$ cat src/hw/quad_wiper_pkg.sv
// constants and types for the quad wiper command control block
package quad_wiper_pkg;
  localparam logic [4:0] ADDR_PREFIX = 5'h0b;
  localparam logic [7:0] MIDSCALE    = 8'h80;
  localparam logic [7:0] FULL_SCALE  = 8'hff;
  localparam logic [7:0] ZERO_SCALE  = 8'h00;
  localparam logic [7:0] ERASED      = 8'hff;
  localparam logic [7:0] NV_BLANK    = 8'hff;
  localparam int unsigned CLK_MHZ     = 50;
  localparam int unsigned RESTORE_US  = 300;
  localparam int unsigned STORE_MS    = 26;
  localparam int unsigned RESTORE_CYC = RESTORE_US * CLK_MHZ;
  localparam int unsigned STORE_CYC   = STORE_MS * 1000 * CLK_MHZ;
  localparam int unsigned OP_W        = 21;
  // instruction byte fields
  localparam int unsigned INSTR_QUICK = 7;
  localparam int unsigned INSTR_NV    = 5;
  localparam int unsigned CMD_MSB     = 6;
  localparam int unsigned CMD_LSB     = 3;
  localparam int unsigned CH_MSB      = 2;
  // quick command codes
  localparam logic [3:0] CMD_NO_OPERATION = 4'h0;
  localparam logic [3:0] CMD_RESTORE      = 4'h1;
  localparam logic [3:0] CMD_STORE        = 4'h2;
  localparam logic [3:0] CMD_HALVE_ONE    = 4'h3;
  localparam logic [3:0] CMD_HALVE_ALL    = 4'h4;
  localparam logic [3:0] CMD_DEC_ONE      = 4'h5;
  localparam logic [3:0] CMD_DEC_ALL      = 4'h6;
  localparam logic [3:0] CMD_RESET_ALL    = 4'h7;
  localparam logic [3:0] CMD_DOUBLE_ONE   = 4'h8;
  localparam logic [3:0] CMD_DOUBLE_ALL   = 4'h9;
  localparam logic [3:0] CMD_INC_ONE      = 4'ha;
  localparam logic [3:0] CMD_INC_ALL      = 4'hb;
  localparam logic [1:0] CMD_RESERVED_TOP = 2'h3;
  typedef enum logic [2:0] {S_IDLE, S_ADDR, S_INSTR, S_DATA, S_READ, S_IGNORE} linkState_t;
endpackage

$ cat src/hw/quad_wiper_command_control.sv
// two-wire slave and quick-command engine for four wiper registers
`timescale 1ns/1ns
`default_nettype none
module quad_wiper_command_control #(
  parameter int unsigned RestoreCycles = quad_wiper_pkg::RESTORE_CYC,
  parameter int unsigned StoreCycles   = quad_wiper_pkg::STORE_CYC
) (
  input  wire logic            clk_sys,
  input  wire logic            rst,
  input  wire logic            scl,
  input  wire logic            sdaIn,
  input  wire logic            writeProtectN,
  input  wire logic            addrSelectHi,
  input  wire logic            addrSelectLo,
  output wire logic            sdaOut,
  output wire logic            sdaOutEn,
  output wire logic [3:0][7:0] wiperPos,
  output wire logic            chargePump,
  output wire logic            nvBusy
);
  import quad_wiper_pkg::*;

  localparam logic [OP_W-1:0] RestoreLast = OP_W'(RestoreCycles - 1);
  localparam logic [OP_W-1:0] StoreLast   = OP_W'(StoreCycles - 1);

  function automatic logic isAllCmd(input logic [3:0] c);
    return c == CMD_HALVE_ALL || c == CMD_DEC_ALL || c == CMD_DOUBLE_ALL || c == CMD_INC_ALL;
  endfunction

  function automatic logic isStepCmd(input logic [3:0] c);
    return c == CMD_HALVE_ONE || c == CMD_DEC_ONE || c == CMD_DOUBLE_ONE
        || c == CMD_INC_ONE || isAllCmd(c);
  endfunction

  function automatic logic [7:0] stepOp(input logic [3:0] c, input logic [7:0] v);
    logic [7:0] r;
    r = v;
    unique case (c)
      CMD_HALVE_ONE, CMD_HALVE_ALL: r = v >> 1;
      CMD_DEC_ONE, CMD_DEC_ALL: r = (v == ZERO_SCALE) ? ZERO_SCALE : v - 8'h01;
      // zero doubles to one, so nine doublings reach full scale
      CMD_DOUBLE_ONE, CMD_DOUBLE_ALL:
        r = (v == ZERO_SCALE) ? 8'h01 : (v[7] ? FULL_SCALE : {v[6:0], 1'b0});
      CMD_INC_ONE, CMD_INC_ALL: r = (v == FULL_SCALE) ? FULL_SCALE : v + 8'h01;
      default: r = v;
    endcase
    return r;
  endfunction

  // pin synchronisers: scl, sda, write protect, two select pins
  logic [4:0] syncA_q;
  logic [4:0] syncB_q;
  logic       sclPrev_q;
  logic       sdaPrev_q;
  always_ff @(posedge clk_sys) begin
    syncA_q   <= {scl, sdaIn, writeProtectN, addrSelectHi, addrSelectLo};
    syncB_q   <= syncA_q;
    sclPrev_q <= syncB_q[4];
    sdaPrev_q <= syncB_q[3];
  end

  wire logic       sclB     = syncB_q[4];
  wire logic       sdaB     = syncB_q[3];
  // the pad pull-down makes an open pin read low, i.e. protected
  wire logic       wpOn     = !syncB_q[2];
  wire logic [1:0] pinsAddr = syncB_q[1:0];
  wire logic       sclRise  = sclB && !sclPrev_q;
  wire logic       sclFall  = !sclB && sclPrev_q;
  wire logic       startC   = sclB && sclPrev_q && sdaPrev_q && !sdaB;
  wire logic       stopC    = sclB && sclPrev_q && !sdaPrev_q && sdaB;

  linkState_t       st_q;
  logic [3:0]       cnt_q;
  logic [7:0]       sh_q;
  logic             oe_q;
  logic             hostAck_q;
  logic [7:0]       txByte_q;
  logic [1:0]       rdPtr_q;
  logic             cmdMode_q;
  logic             regNv_q;
  logic [4:0]       regAddr_q;
  logic [3:0][7:0]  wiper_q;
  logic [3:0][7:0]  nv_q;
  logic             busy_q;
  logic             storing_q;
  logic             opAll_q;
  logic [1:0]       opCh_q;
  logic [7:0]       storeVal_q;
  logic [OP_W-1:0]  opCnt_q;

  // prefix plus select pins; no answer while busy
  wire logic addrHit = sh_q[7:1] == {ADDR_PREFIX, pinsAddr} && !busy_q;
  wire logic addrAck = sclFall && st_q == S_ADDR && cnt_q == 4'd8;
  wire logic instrAck = sclFall && st_q == S_INSTR && cnt_q == 4'd8;
  wire logic dataAck  = sclFall && st_q == S_DATA && cnt_q == 4'd8;
  // quick command decode: top bit, four code bits, channel bits
  wire logic [3:0] cmdCode = sh_q[CMD_MSB:CMD_LSB];
  wire logic       quick   = instrAck && sh_q[INSTR_QUICK] && !busy_q;
  wire logic       allCh   = isAllCmd(cmdCode);
  wire logic [1:0] qCh     = sh_q[1:0];
  wire logic       qChOk   = !sh_q[CH_MSB];
  wire logic [7:0] qWiper  = wiper_q[qCh];
  // protection gates every modifying path but not the restores
  wire logic stepGo = quick && !wpOn && isStepCmd(cmdCode) && (allCh || qChOk);
  // single restore; reset of all channels
  wire logic restoreGo = quick && ((cmdCode == CMD_RESTORE && qChOk) || cmdCode == CMD_RESET_ALL);
  wire logic storeCmdGo = quick && !wpOn && cmdCode == CMD_STORE && qChOk;
  wire logic regGo      = dataAck && !cmdMode_q && !busy_q && !wpOn && regAddr_q[4:2] == 3'h0;
  wire logic nvWrGo     = regGo && regNv_q;
  wire logic wiperWrGo  = regGo && !regNv_q;
  wire logic storeGo    = storeCmdGo || nvWrGo;
  wire logic [1:0] tgtCh = storeCmdGo ? qCh : regAddr_q[1:0];
  wire logic opDone = busy_q && opCnt_q == (storing_q ? StoreLast : RestoreLast);

  // serial link state machine, sampled on clk_sys
  always_ff @(posedge clk_sys) begin
    if (rst) begin
      st_q      <= S_IDLE;
      cnt_q     <= 4'h0;
      sh_q      <= 8'h00;
      oe_q      <= 1'b0;
      hostAck_q <= 1'b0;
      txByte_q  <= 8'h00;
      rdPtr_q   <= 2'h0;
      cmdMode_q <= 1'b0;
      regNv_q   <= 1'b0;
      regAddr_q <= 5'h00;
    end else if (startC) begin
      st_q  <= S_ADDR;
      cnt_q <= 4'h0;
      oe_q  <= 1'b0;
    end else if (stopC) begin
      st_q <= S_IDLE;
      oe_q <= 1'b0;
    end else if (sclRise && st_q != S_IDLE && cnt_q <= 4'd8) begin
      if (cnt_q < 4'd8) begin
        sh_q <= {sh_q[6:0], sdaB};
      end else begin
        hostAck_q <= !sdaB;
      end
      cnt_q <= cnt_q + 4'h1;
    end else if (sclFall && cnt_q == 4'd8) begin
      unique case (st_q)
        S_ADDR: oe_q <= addrHit;
        S_INSTR, S_DATA: oe_q <= 1'b1;
        default: oe_q <= 1'b0;
      endcase
      if (st_q == S_INSTR) begin
        cmdMode_q <= sh_q[INSTR_QUICK];
        regNv_q   <= sh_q[INSTR_NV];
        regAddr_q <= sh_q[4:0];
      end
    end else if (sclFall && cnt_q == 4'd9) begin
      cnt_q <= 4'h0;
      oe_q  <= 1'b0;
      unique case (st_q)
        S_ADDR: begin
          if (!oe_q) begin
            st_q <= S_IGNORE;
          end else if (sh_q[0]) begin
            st_q     <= S_READ;
            txByte_q <= wiper_q[0];
            rdPtr_q  <= 2'h1;
            oe_q     <= !wiper_q[0][7];
          end else begin
            st_q <= S_INSTR;
          end
        end
        S_INSTR: st_q <= S_DATA;
        S_READ: begin
          if (hostAck_q) begin
            txByte_q <= wiper_q[rdPtr_q];
            rdPtr_q  <= rdPtr_q + 2'h1;
            oe_q     <= !wiper_q[rdPtr_q][7];
          end else begin
            st_q <= S_IGNORE;
          end
        end
        default: st_q <= st_q;
      endcase
    end else if (sclFall && st_q == S_READ) begin
      oe_q <= !txByte_q[~cnt_q[2:0]];
    end
  end

  // internal cycle engine; holding the link off while busy keeps it simple
  always_ff @(posedge clk_sys) begin
    if (rst) begin
      // power-up restore of all channels starts at once
      busy_q     <= 1'b1;
      storing_q  <= 1'b0;
      opAll_q    <= 1'b1;
      opCh_q     <= 2'h0;
      storeVal_q <= 8'h00;
      opCnt_q    <= '0;
    end else if (opDone) begin
      busy_q    <= 1'b0;
      storing_q <= 1'b0;
      opCnt_q   <= '0;
    end else if (busy_q) begin
      opCnt_q <= opCnt_q + OP_W'(1);
    end else if (restoreGo || storeGo) begin
      busy_q     <= 1'b1;
      // pump runs for the whole save
      storing_q  <= storeGo;
      opAll_q    <= restoreGo && cmdCode == CMD_RESET_ALL;
      opCh_q     <= restoreGo ? qCh : tgtCh;
      storeVal_q <= storeCmdGo ? qWiper : sh_q;
    end
  end

  // nv_q is lost on rst here: rst stands for a first power-up
  always_ff @(posedge clk_sys) begin
    if (rst) begin
      // midscale first, restore follows when the engine finishes
      wiper_q <= {4{MIDSCALE}};
      nv_q    <= {4{NV_BLANK}};
    end else begin
      for (int i = 0; i < 4; i++) begin
        if (opDone && !storing_q && (opAll_q || opCh_q == 2'(i))) begin
          wiper_q[i] <= nv_q[i];
        end else if (stepGo && (allCh || qCh == 2'(i))) begin
          wiper_q[i] <= stepOp(cmdCode, wiper_q[i]);
        end else if (wiperWrGo && regAddr_q[1:0] == 2'(i)) begin
          wiper_q[i] <= sh_q;
        end
        // erase at the start, program at the end
        if (storeGo && !busy_q && tgtCh == 2'(i)) begin
          nv_q[i] <= ERASED;
        end else if (opDone && storing_q && opCh_q == 2'(i)) begin
          nv_q[i] <= storeVal_q;
        end
      end
    end
  end

  // the pin is open drain: only ever pulled low
  assign sdaOut     = 1'b0;
  assign sdaOutEn   = oe_q;
  assign wiperPos   = wiper_q;
  assign chargePump = storing_q;
  assign nvBusy     = busy_q;
endmodule
`default_nettype wire

$ cat config.mk
export PLATFORM = sky130hd
export DESIGN_NAME = quad_wiper_command_control
export DESIGN_NICKNAME = d
export VERILOG_FILES = /design/src/hw/quad_wiper_pkg.sv /design/src/hw/quad_wiper_command_control.sv
export SDC_FILE = /design/constraint.sdc
export NUM_CORES = 1
export LEC_CHECK = 0
export BUFFER_PORTS_ARGS = -buffer_cell sky130_fd_sc_hd__buf_4
export CAP_MARGIN = 25
export CORE_UTILIZATION = 25
export DETAILED_ROUTE_END_ITERATION = 10
export MAX_ROUTING_LAYER = met4
export PLACE_DENSITY = 0.37
export SLEW_MARGIN = 40
export SYNTH_ARGS = -nofsm -noshare
export SYNTH_HDL_FRONTEND = slang
export SYNTH_SLANG_ARGS = --single-unit
$ cat constraint.sdc
create_clock -name clk_sys -period 2.27 [get_ports clk_sys]
set_input_delay 0.454 -clock clk_sys [delete_from_list [all_inputs] [get_ports clk_sys]]
set_output_delay 0.454 -clock clk_sys [all_outputs]
set_load 0.01 [all_outputs]
After elaboration in Yosys (flattened, before gate mapping). Index checks and enable logic that the tools add are counted.

Register bits after elaboration: 144. Input port bits: 7. Output and inout bits: 36. Word-level logic and storage cells: 307.

Add/subtract/negate cells: 11. Magnitude comparators: 5. Eq/ne operators: 47. Muxes and demuxes: 73. Bitwise gates (word level): 8. Reduce and logical (&&, ||, !) cells: 134.

Operator list (number): $mux W8 (34); $pmux W8 S4 (4); $logic_and A1 B1 Y1 (57); $add A8 B1 Y8 const B (4); $bmux W8 S2 (2); $eq A8 B8 Y1 const B (4); $logic_not A8 Y1 (4); $sub A8 B1 Y8 const B (4); $eq A4 B4 Y1 const B (6); $ne A6 B2 Y1 const B (4); $reduce_bool A3 Y1 (8); $reduce_or A2 Y1 (11); $add A21 B1 Y21 const B (1); $eq A21 B21 Y1 (1); $mux W21 (1); $logic_or A1 B1 Y1 (19); $eq A2 B2 Y1 const B (8); $eq A4 B3 Y1 const B (4); $pmux W8 S2 (1); $mux W1 (15); $reduce_and A5 Y1 (3); $logic_not A1 Y1 (12); $mux W4 (3); $reduce_and A2 Y1 (6); other kinds (32) (62).

Depth between registers and ports, before layout.
Depth after elaboration: 14. Mapped depth: 11. Mapped depth without buffers: 8.

Least setup slack after synthesis. OpenSTA, ideal clock, no wires.

Path type: register -> register. Start point: register wiper_q, in the netlist wiperPos[8]. End point: register wiper_q, in the netlist wiperPos[10]. Library setup time: 116 ps. Arrival: 2247 ps. Data required time: 2154 ps. Slack: -93 ps. Stages on the path, launching flop included: 10. Path buffers: 1. Clock period less this slack: 2363 ps. Cell sequence: dfxtp_1 -> clkbuf_1 -> inv_1 -> ha_1 -> or4b_1 -> o211ai_2 -> nor2_1 -> a2111oi_0 -> o221ai_1 -> o211a_1.

Word-level cells in the longest chain between the ends: 5. Elaborated cells between the ends (all ways): 10. Classes of those cells: 2 x add/sub; 1 x eq/ne; 6 x mux; 1 x reduce/logical.

RTL lines: from (decl) (line quad_wiper_command_control.sv:82) `logic [3:0][7:0] wiper_q;`; from (signal assigned) (line quad_wiper_command_control.sv:216) `wiper_q <= {4{MIDSCALE}};`; from (signal, indexed assignment) (line quad_wiper_command_control.sv:221) `wiper_q[i] <= nv_q[i];`; from (signal, indexed assignment) (line quad_wiper_command_control.sv:223) `wiper_q[i] <= stepOp(cmdCode, wiper_q[i]);`; $add A8 B1 Y8 (tied with other cells) (line quad_wiper_command_control.sv:44) `CMD_INC_ONE, CMD_INC_ALL: r = (v == FULL_SCALE) ? FULL_SCALE : v + 8'h01;`; $mux W8, on equally long branches (line quad_wiper_command_control.sv:44, quad_wiper_command_control.sv:40, quad_wiper_command_control.sv:43); $pmux W8 S4 * (line quad_wiper_command_control.sv:38) `unique case (c)`; $mux W8 * (line quad_wiper_command_control.sv:222) `end else if (stepGo && (allCh || qCh == 2'(i))) begin`; $mux W8 * (line quad_wiper_command_control.sv:220) `if (opDone && !storing_q && (opAll_q || opCh_q == 2'(i))) begin`.

Mark *: on every way between the ends. The rest lies on a longest branch, timed or not. A chain may end at the register's enable or synchronous reset.

Worst setup path in the final report.
Start point: register wiper_q, in the netlist wiperPos[9]. End point: register wiper_q, in the netlist wiperPos[8].

Word-level cells in the longest chain between the ends: 5. Elaborated cells between the ends (all ways): 8. Classes of those cells: 1 x eq/ne; 6 x mux; 1 x reduce/logical.

RTL lines (line): $eq A8 B8 Y1 / $logic_not A8 Y1 (equally long branches) (quad_wiper_command_control.sv:44, quad_wiper_command_control.sv:40, quad_wiper_command_control.sv:43); $mux W8, on equally long branches (quad_wiper_command_control.sv:44, quad_wiper_command_control.sv:40, quad_wiper_command_control.sv:43); $pmux W8 S4 * (quad_wiper_command_control.sv:38); $mux W8 * (quad_wiper_command_control.sv:222); $mux W8 * (quad_wiper_command_control.sv:220).

Marked as above.

==> impl_metrics.csv <==
group,metric,value,unit
power,leakage,5.20,nW
cells_and_area,final_cell_mix,"buf_4 (229), dfxtp_1 (140), nand2_1 (131), nor2_1 (116), a21oi_1 (88)",
clocking,clockRootBuffer,"clkbuf_16",
power,p_per_area,425,nW/um^2
synthesis,synth_area,9720,sq um
cells_and_area,fillers,4095,
sta,finalHoldViolations,0,
detailed_routing,num_vias,10082,
floorplanning,initial_core_util,25.6,%
cells_and_area,n_antenna_cell,0,
placement,io_buffers,41,
worst_setup_path,worstReg2RegEnd,"wiperPos[8]$_SDFFE_PP0P_",
sta,fin_crit,2.25,ns
clocking,cts_tree,"built",
sta,rsz0062_at_grt,"yes",
worst_setup_path,critPathBufInv,1,
clocking,htreeDepth,4,
floorplanning,die_x,199,um
sta,worst_pin_slew,0.788,ns
clocking,clk_pin_slew,0.07,ns
detailed_routing,vias_per_cell,5.29,
min_path,whs_endpoint,"syncA_q[1]$_DFF_P_",
clocking,numCtsBuffers,17,
worst_setup_path,end_kind,"flop",
worst_setup_path,r2r_slack,0.02,ns
synthesis,synth_seq_cells,144,
worst_setup_path,crit_path_max_incr_delay,0.51,ns
clocking,cts.path.max_buffers,2,
sta,relSlewSlack,47.5,%
floorplanning,io_pins,43,
job,cap_viol_max_count,0,
sta,period_share,99.0,%
clocking,cts.sinks,144,
placement,hpwl,30.0,mm
floorplanning,die_area,39700,sq um
placement,place_worst_setup_slack,-0.195,ns
outcome,status,"complete, no violations",
min_path,hold_class,"in -> reg",
sta,drv_slew,0,
global_route,grt_pass1_vias,9549,
synthesis,synth-main-ff-cell,"dfxtp_1",
worst_setup_path,critical_path.top_delay_family,"compound AO/OA/AOI/OAI gates",
floorplanning,die_y,199,um
synthesis,async_flop_share,0,%
clocking,clk_latency,0.44,ns
worst_setup_path,startpoint_type,"flop",
synthesis,synth_area_per_cell,7.98,sq um
sta,whs,0.120,ns
cells_and_area,drive_above_1_share,27.4,%
detailed_routing,drc_errors,0,
worst_setup_path,critPathSlowestCell,"or4b_4",
sta,clock.fmax,445,MHz
synthesis,synth_nets,1236,
global_route,grt_pass1_wl,61.2,mm
placement,gp_congestion,0.845,
global_route,grt_max_degree,30,
global_route,antenna_found_initial,0,
cells_and_area,layout_commonest_cell,"buf_4",
floorplanning,fp-row-count,71,
synthesis,synth-seq-area-share,29.7,%
min_path,hold_start,"addrSelectHi",
cells_and_area,syn_to_final_growth,31.4,%
synthesis,yosysUniqueCellTypes,100,
sta,setup_slack,0.0228,ns
worst_setup_path,critPathKind,"reg -> reg",
worst_setup_path,worstPathCellList,"inv_2, ha_4, or4b_4, o211ai_4, nand2_1, a222oi_1, o221ai_1, o211a_1",
global_route,grt_overflow,0,
worst_setup_path,critical_path_arrival,2.57,ns
worst_setup_path,path_max_fanout,5,
global_route,grt.total_usage,21.1,%
synthesis,yosysWarnings,0,
floorplanning,core_area,37900,sq um
sta,clock_skew,0.0155,ns
detailed_routing,drt_iter0_markers,723,
cells_and_area,nets,1401,
detailed_routing,ant_nets,0,
synthesis,synth_cells,1217,
power,ir_drop,0.000376,V
min_path,min_path_cells,1,
worst_setup_path,crit_required,2.59,ns
worst_setup_path,rr_worst_depth,8,
detailed_routing,routedWlPerCell,21.0,um
detailed_routing,drt_wl_total,40.0,mm
detailed_routing,firstDrtPassIters,5,
sta,setup_violations,0,
synthesis,synth_edf_count,0,
worst_setup_path,r2r-start,"wiperPos[9]$_SDFFE_PP0P_",
-- sequential cells by signal, indices dropped and copies added, names as in the netlist, 2 cells and up --
name / cells
opCnt_q: 21
st_q: 3
regAddr_q: 5
nv_q: 32
sh_q: 8
cnt_q: 4
syncA_q: 5
syncB_q: 5
storeVal_q: 8
txByte_q: 8
opCh_q: 2
wiperPos: 32
rdPtr_q: 2
-- synthesized netlist by cell type, drive strengths merged (12+ instances only) --
master	count	share of area [%]
dfxtp	144	30
o211ai	19	1.6
a211oi	22	1.9
nor2	118	4.6
nand3	38	2.2
o21ai	73	3.8
mux2i	44	4.5
xor2	14	1.3
nor4	13	1.2
clkbuf	67	2.6
a31oi	14	0.90
o211a	12	1.2
a21oi	88	4.5
nor3	26	1.4
nand2	132	5.1
nand4	17	1.3
buf	32	1.9
xnor2	21	2.0
and3	20	1.3
inv	31	1.2
ha	12	1.5
o221ai	28	2.6
-- how the worst max path moves through the flow --
stage,cells past startpoint,from,to
2_1_floorplan,8,cnt_q[0]$_SDFFE_PP0P_,nv_q[0]$_SDFFE_PP1P_
3_3_place_gp,8,sh_q[6]$_SDFFE_PP0P_,wiperPos[13]$_SDFFE_PP0P_
3_5_place_dp,8,sh_q[6]$_SDFFE_PP0P_,wiperPos[13]$_SDFFE_PP0P_
4_1_cts,10,opCnt_q[0]$_SDFFE_PP0P_,wiperPos[3]$_SDFFE_PP0P_
5_1_grt,6,wiperPos[26]$_SDFFE_PP0P_,wiperPos[26]$_SDFFE_PP0P_
6_report,8,wiperPos[9]$_SDFFE_PP0P_,wiperPos[8]$_SDFFE_PP0P_
-- repair_timing --
action / in CTS / in global routing
pin swaps: 5 / 16
endpoints found under the setup margin: 38 / 70
buffers inserted: 3 / 5
resized for setup: 17 / 41
hold buffers: 0 / 0
-- final cells by class --
type	count	area [sq um]	share of cell area [%]
Clock inverter	14	119	0.931
Clock buffer	18	439	3.44
Tap cell	511	639	5.01
Multi-Input combinational cell	943	6580	51.5
Inverter	31	116	0.911
Timing Repair Buffer	245	1990	15.6
Sequential cell	144	2890	22.6
-- worst register-to-register path: cells and delay by family (launching register included) --
family / cells / cell delay, ns
AOI/OAI and AO/OA: 4 / 1.04
adders and majority gates: 1 / 0.13
buffers and inverters: 1 / 0.06
DFF: 1 / 0.32
and+or+nand+nor: 2 / 0.59
-- cells by family (layout without fill, tap and decap cells) --
group                      count (synthesis)  in the layout  share of synthesized area, %
AOI/OAI and AO/OA                        367            367                          26.8
adders and majority gates                 12             12                          1.55
buffers and inverters                    130            308                          5.67
and+or+nand+nor                          472            472                          25.9
DFF                                      144            144                          29.7
other                                      1              1                        0.0386
muxes                                     56             56                          7.08
xor gates and xnor gates                  35             35                          3.31
-- per-stage QoR --
stage               setup TNS (ns)  instances  power (mW)  cell area [sq um]  utilization [%]
detailed placement           -2.38       1866        2.75              11900             31.3
global route                -0.265       1906        5.64              12800             33.7
CTS                       -0.00311       1901        5.51              12500             33.1
finish                           0       1906        5.43              12800             33.7
global placement             -4.90       1864        2.75              11900             31.3
floorplan                  -0.0561       1217        2.68               9760                -
-- metal layers --
metal  vias up  wire length, um  GRT usage, %
met5         -                0             -
met1      4959            19500          28.8
met4         0              482          4.44
met3        24             1260          2.50
met2       203            18700          33.2
li1       4896                -             -
-- power by group --
group | switching, mW | leakage (nW) | internal [mW]
logic | 0.0812 | 3.76 | 0.0552
registers | 0.0128 | 1.17 | 2.54
clock network | 1.27 | 0.276 | 1.46
Note: power is estimated with default switching activity, not from simulation.
